==> src/hdl/fcs_defines.svh <==
// Constants for the fast context shadow stack.
`ifndef FCS_DEFINES_SVH
`define FCS_DEFINES_SVH
`define FCS_PC_W       21
`define FCS_TP_W       22
`define FCS_STK_D      8
`define FCS_STK_AW     3
`define FCS_PC_RST     21'h000000
`define FCS_TP_RST     22'h000000
`define FCS_BYTE_RST   8'h00
`define FCS_BSR_RST    4'h0
`define FCS_STAT_RST   5'h00
`define FCS_SP_RST     3'h0
`define FCS_SP_ONE     3'h1
`define FCS_PC_STEP    21'h000002
`define FCS_VEC_HI     21'h000008
`define FCS_VEC_LO     21'h000018
`endif

==> src/hdl/fcs_pkg.sv <==
// Types for the fast context shadow stack.
package fcs_pkg;
  typedef enum logic [3:0] {
    FCS_OP_NOP, FCS_OP_CALL, FCS_OP_RETURN, FCS_OP_RET_INT, FCS_OP_RET_LIT,
    FCS_OP_ADD_W_PC, FCS_OP_TBLRD, FCS_OP_TBLWT, FCS_OP_WRITE_REGS
  } fcs_op_t;
endpackage

==> src/hdl/fcs_shadow_core.sv <==
// Fast context shadow stack with program-memory look-up support.
`timescale 1ns/1ps
`include "fcs_defines.svh"
module fcs_shadow_core (
  input  wire logic                   sys_clk,
  input  wire logic                   rst,
  input  wire fcs_pkg::fcs_op_t       op,
  input  wire logic                   op_valid,
  input  wire logic                   op_fast,
  input  wire logic [`FCS_PC_W-1:0]   op_target,
  input  wire logic [7:0]             op_literal,
  input  wire logic                   irq_take,
  input  wire logic                   irq_high,
  input  wire logic [4:0]             wr_status,
  input  wire logic [7:0]             wr_working,
  input  wire logic [3:0]             wr_bank,
  input  wire logic                   wr_tp_en,
  input  wire logic [`FCS_TP_W-1:0]   wr_tp,
  input  wire logic                   wr_latch_en,
  input  wire logic [7:0]             wr_latch,
  input  wire logic [15:0]            pm_rdata,
  output logic [`FCS_PC_W-1:0]        pc,
  output logic [4:0]                  status_register,
  output logic [7:0]                  working_register,
  output logic [3:0]                  bank_select_register,
  output logic [`FCS_TP_W-1:0]        table_pointer,
  output logic [7:0]                  table_latch,
  output logic [`FCS_TP_W-2:0]        pm_word_addr,
  output logic                        pm_wr_en,
  output logic [15:0]                 pm_wdata,
  output logic [1:0]                  pm_byte_en
);
  import fcs_pkg::*;

  // ****************************************
  // State
  // ****************************************
  typedef struct packed {
    logic [`FCS_PC_W-1:0]                 pc;
    logic [4:0]                           st;
    logic [7:0]                           wk;
    logic [3:0]                           bk;
    logic [4:0]                           sh_st;
    logic [7:0]                           sh_wk;
    logic [3:0]                           sh_bk;
    logic [`FCS_TP_W-1:0]                 tp;
    logic [7:0]                           tl;
    logic [`FCS_STK_AW-1:0]               sp;
    logic [`FCS_STK_D*`FCS_PC_W-1:0]      stk;
    logic [`FCS_TP_W-2:0]                 pa;
    logic                                 pw;
    logic [15:0]                          pd;
    logic [1:0]                           pb;
  } fcs_state_t;

  fcs_state_t state_r;
  fcs_state_t state_nxt;

  // ****************************************
  // Next state
  // ****************************************
  always_comb begin
    logic [`FCS_PC_W-1:0] top;
    logic [`FCS_STK_AW-1:0] spm;
    state_nxt = state_r;
    spm = state_r.sp - `FCS_SP_ONE;
    top = state_r.stk[spm*`FCS_PC_W +: `FCS_PC_W];
    state_nxt.pw = 1'b0;
    state_nxt.pb = 2'b00;
    if (irq_take) begin
      // Any source of either priority saves context and overwrites older copies.
      state_nxt.sh_st = state_r.st;
      state_nxt.sh_wk = state_r.wk;
      state_nxt.sh_bk = state_r.bk;
      state_nxt.stk[state_r.sp*`FCS_PC_W +: `FCS_PC_W] = state_r.pc;
      state_nxt.sp = state_r.sp + `FCS_SP_ONE;
      state_nxt.pc = irq_high ? `FCS_VEC_HI : `FCS_VEC_LO;
    end else if (op_valid) begin
      state_nxt.pc = state_r.pc + `FCS_PC_STEP;
      unique case (op)
        FCS_OP_NOP: begin
        end
        FCS_OP_WRITE_REGS: begin
          state_nxt.st = wr_status;
          state_nxt.wk = wr_working;
          state_nxt.bk = wr_bank;
        end
        FCS_OP_CALL: begin
          state_nxt.stk[state_r.sp*`FCS_PC_W +: `FCS_PC_W] = state_r.pc + `FCS_PC_STEP;
          state_nxt.sp = state_r.sp + `FCS_SP_ONE;
          state_nxt.pc = op_target;
          if (op_fast) begin
            state_nxt.sh_st = state_r.st;
            state_nxt.sh_wk = state_r.wk;
            state_nxt.sh_bk = state_r.bk;
          end
        end
        FCS_OP_RETURN, FCS_OP_RET_INT: begin
          state_nxt.pc = top;
          state_nxt.sp = spm;
          if (op_fast) begin
            state_nxt.st = state_r.sh_st;
            state_nxt.wk = state_r.sh_wk;
            state_nxt.bk = state_r.sh_bk;
          end
        end
        FCS_OP_RET_LIT: begin
          state_nxt.pc = top;
          state_nxt.sp = spm;
          state_nxt.wk = op_literal;
        end
        FCS_OP_ADD_W_PC: begin
          // Offset is a byte count; software keeps it even.
          state_nxt.pc = state_r.pc + `FCS_PC_STEP + {13'h0000, state_r.wk};
        end
        FCS_OP_TBLRD: begin
          // Low address bit selects the byte within the word.
          state_nxt.tl = state_r.tp[0] ? pm_rdata[15:8] : pm_rdata[7:0];
        end
        FCS_OP_TBLWT: begin
          state_nxt.pw = 1'b1;
          state_nxt.pd = {state_r.tl, state_r.tl};
          state_nxt.pb = state_r.tp[0] ? 2'b10 : 2'b01;
        end
        default: begin
        end
      endcase
    end
    if (wr_tp_en) begin
      state_nxt.tp = wr_tp;
    end
    if (wr_latch_en) begin
      state_nxt.tl = wr_latch;
    end
    state_nxt.pa = state_nxt.tp[`FCS_TP_W-1:1];
  end

  // ****************************************
  // Registers
  // ****************************************
  always_ff @(posedge sys_clk or posedge rst) begin
    if (rst) begin
      state_r <= '0;
    end else begin
      state_r <= state_nxt;
    end
  end

  assign pc                   = state_r.pc;
  assign status_register      = state_r.st;
  assign working_register     = state_r.wk;
  assign bank_select_register = state_r.bk;
  assign table_pointer        = state_r.tp;
  assign table_latch          = state_r.tl;
  assign pm_word_addr         = state_r.pa;
  assign pm_wr_en             = state_r.pw;
  assign pm_wdata             = state_r.pd;
  assign pm_byte_en           = state_r.pb;
endmodule // fcs_shadow_core

==> config.mk <==
export PLATFORM = sky130hd
export DESIGN_NAME = fcs_shadow_core
export DESIGN_NICKNAME = d
export VERILOG_FILES = /design/src/hdl/fcs_pkg.sv /design/src/hdl/fcs_shadow_core.sv
export VERILOG_INCLUDE_DIRS = /design/src /design/src/hdl
export SDC_FILE = /design/constraint.sdc
export NUM_CORES = 1
export LEC_CHECK = 0
export BUFFER_PORTS_ARGS = -buffer_cell sky130_fd_sc_hd__buf_2
export CORE_MARGIN = 4
export CORE_UTILIZATION = 60
export CTS_CLUSTER_SIZE = 10
export DETAILED_ROUTE_END_ITERATION = 8
export PLACE_DENSITY = 0.8
export SYNTH_ARGS = -nofsm -noshare
export SYNTH_HDL_FRONTEND = slang
export SYNTH_SLANG_ARGS = --single-unit
==> constraint.sdc <==
create_clock -name sys_clk -period 20.6 [get_ports sys_clk]
set_clock_uncertainty 0.1 [all_clocks]
set_input_delay 3.09 -clock sys_clk [delete_from_list [all_inputs] [get_ports sys_clk]]
set_output_delay 3.09 -clock sys_clk [all_outputs]
set_load 0.005 [all_outputs]
==> flow_summary.toml <==
[grt]
initial_antenna_violation_count = 2
grtUsageTotal_pct = 29.0
grt_first_pass_wirelength_um = 62400
grt_max_degree = 115
grt_pass1_vias = 11600
grt_overflow = 0

[worst_setup_path]
setup.worst_path.end_class = "flop"
critPathKind = "input port to flop"
r2r_end = "pc[10]"
cp_data_arrival_time_ns = 5.67
r2r.worst_path.cells = 12
regToRegSetupSlack_ns = 16.30
cp.required_ns = 20.93
highest_net_fanout_along_the_worst_path = 28
crit_path_start_kind = "input port"
timing.rr.start = "pc[1]"

[sta]
final_hold_violation_count = 0
setup_viol_count_final = 0
totalNegativeSetupSlack_ns = 0
rsz0062_at_grt = "no"
maxSlewViolCount = 0
finalWorstPathRequiredPeriod_ns = 5.34
fmax_ghz = 0.187
final.setup.worst_slack_ns = 15.26
max-slew-margin-rel_pct = 30.6
min_period_over_period_pct = 25.9
worstMarginPinSlew_ns = 1.03

[yosys]
synthCells = 1520
synth_flop_cell = "dfrtp_1"
ys_warn_count = 0
synth.cell_area_um2 = 14700
synth.ff_latch_count = 267
synth_top_cell_area_share_pct = 45.5
number_of_enable_type_register_cells_in_the_synthesized_netlist = 0
netlist-cell-type-count = 70
mappedNetlistNets = 1640
synth-async-reset-ratio_pct = 100
netlist_top_cells_area = "dfrtp_1 (46%), nand2_1 (8.4%), mux4_2 (6.4%)"
syn_avg_cell_area_um2 = 9.66
synth.yosys.seq_area_share_pct = 45.5
yosysTopAreaCell = "dfrtp_1"

[detailed_routing]
routed_wire_length_per_instance_um = 21.0
wl_final_um = 39800
vias = 11900
remaining_routing_drc_violations = 0
m1WireLength_um = 15400
wl_met2_um = 19000
detailroute.wirelength.met3_um = 4270
top_signal_layer_used = "met4"
first_iter_violations = 1306
drtAntennaViolNets = 0
detail_route.first_pass.iterations = 6
vias_per_inst = 6.28

[place]
dp.final_hpwl_um = 26800
io_buffer_count = 211
post_place_cell_area_um2 = 15000
placed_cells_incl_taps = 1851
placement.setup.worst_slack_ns = 14.77
routability_congestion = 0.937

[die]
die_h_um = 164
die_width_um = 164
top_level_ports = 212
initial_core_util_pct = 61.8
row_count = 56
design.core.area_um2 = 23800
die_area_um2 = 27000

[power]
finalPower_uw = 1870
maximum_resistive_drop_on_vdd_uv = 94.1
powerDensity_nw_per_um2 = 118
leakagePower_uw = 0.00704

[worst_hold_path]
min_delay_worst_endpoint = "state_r[154]"
holdCritPathClass = "flop to flop"
min-delay-start = "state_r[154]"
hold_path_depth = 2

[clock_tree]
cts_tree = "built"
clock-sinks = 267
maximum_count_of_clock_buffers_along_a_single_path = 3
cts.repair.resized = 0
clock_tree.htree_level_count = 1
cts-root-buf = "clkbuf_16"
cts_buffers = 31
clock_latency_ns = 0.56
hold_buffers = 0
path_clk_slew_ns = 0.05
cts_post_setup_buffers_inserted = 0

[layout]
final_cell_count_no_fill = 1893
most-common-layout-cells = "nand2_1 (327), dfrtp_1 (266), buf_2 (211)"
fillerInstances = 1857
layout-drive-gt1-share_pct = 22.6
num-nets-final = 1685
fin_area_um2 = 15900
synthToLayoutAreaGrowth_pct = 8.34
layout_commonest_cell = "nand2_1"
area.sequential_um2 = 6680
multi_input_comb_area_um2 = 6720

[outcome]
run_status = "complete, no violations"

[run]
max_cap_violations = 0
[critical path, stage by stage]
cell and delay, ns:
buf_2 0.16, nor4b_4 0.29, buf_4 0.36, a21oi_1 0.14, nor2_1 0.24, and3_1 0.60
buf_4 0.40, mux2_2 0.37
[synth_stat cells (5+ instances only)]
cell	number
nor2_1	79
a22oi_1	5
a21oi_1	74
mux2_2	27
a221oi_1	8
inv_1	8
mux4_2	42
a22o_1	6
clkbuf_1	83
buf_2	19
o21ai_0	110
dfrtp_1	267
xor2_1	23
mux2i_1	26
nor3_1	12
nand2b_1	6
a222oi_1	8
buf_4	113
nor2b_1	7
a211oi_1	12
nand3_1	17
ha_1	15
nand2_1	327
a21o_1	7
and3_1	8
o31ai_1	91
nand4_1	8
xnor2_1	30
[final cells by class]
type | instances | area share [%]
inverter | 9 | 0.260
sequential | 267 | 42.0
clock inverter | 3 | 0.275
timing repair buffer | 231 | 7.58
multi-input combinational | 1025 | 42.2
clock buffer | 37 | 5.08
antenna | 2 | 0.0315
tap | 319 | 2.51
[state kept, by name, summed over array words and instances (netlist names), named ones only]
register,count
status_register,5
pc,21
table_pointer,22
pm_wdata,8
working_register,8
pm_wr_en,1
pm_byte_en,2
table_latch,8
bank_select_register,4
state_r,180
[worst max path at each step]
stage,start,endpoint,cells after the start
floorplan,rst,asynchronous set/reset pin,1
global placement,op[1],state_r[41],8
detailed placement,op[1],state_r[43],8
CTS,op[1],state_r[43],8
global route,op[1],state_r[41],8
finish,op[1],state_r[43],8
[per-layer routing]
layer	global-route usage [%]	up-vias
met5	0	-
li1	-	5361
met1	39.9	5795
met3	5.79	96
met4	10.3	0
met2	46.6	634
[metrics by stage]
stage                     hold slack (ns)  util [%]
after floorplan                     0.338         -
after global placement              0.354      63.3
after detailed placement            0.361      63.3
after CTS                           0.373      66.9
after global routing                0.385      67.0
final                               0.370      67.0
[logic make-up after synthesis]
| family | after synthesis | share of synthesized area [%] |
|---|---|---|
| AO/OA/AOI/OAI | 367 | 16.2 |
| XOR/XNOR | 53 | 3.16 |
| adder cells (fa/ha/maj) | 16 | 1.41 |
| buffers and inverters | 228 | 8.88 |
| flip-flops | 267 | 45.5 |
| multiplexers | 95 | 10.3 |
| AND/OR/NAND/NOR | 494 | 14.5 |
[power by group]
| group | switching, uW | total (uW) | internal (uW) |
|---|---|---|---|
| Combinational | 403 | 651 | 248 |
| Sequential | 95.8 | 737 | 641 |
| Clock | 202 | 485 | 283 |
| Total | 701 | 1870 | 1170 |
(Power assumes the default switching activity.)
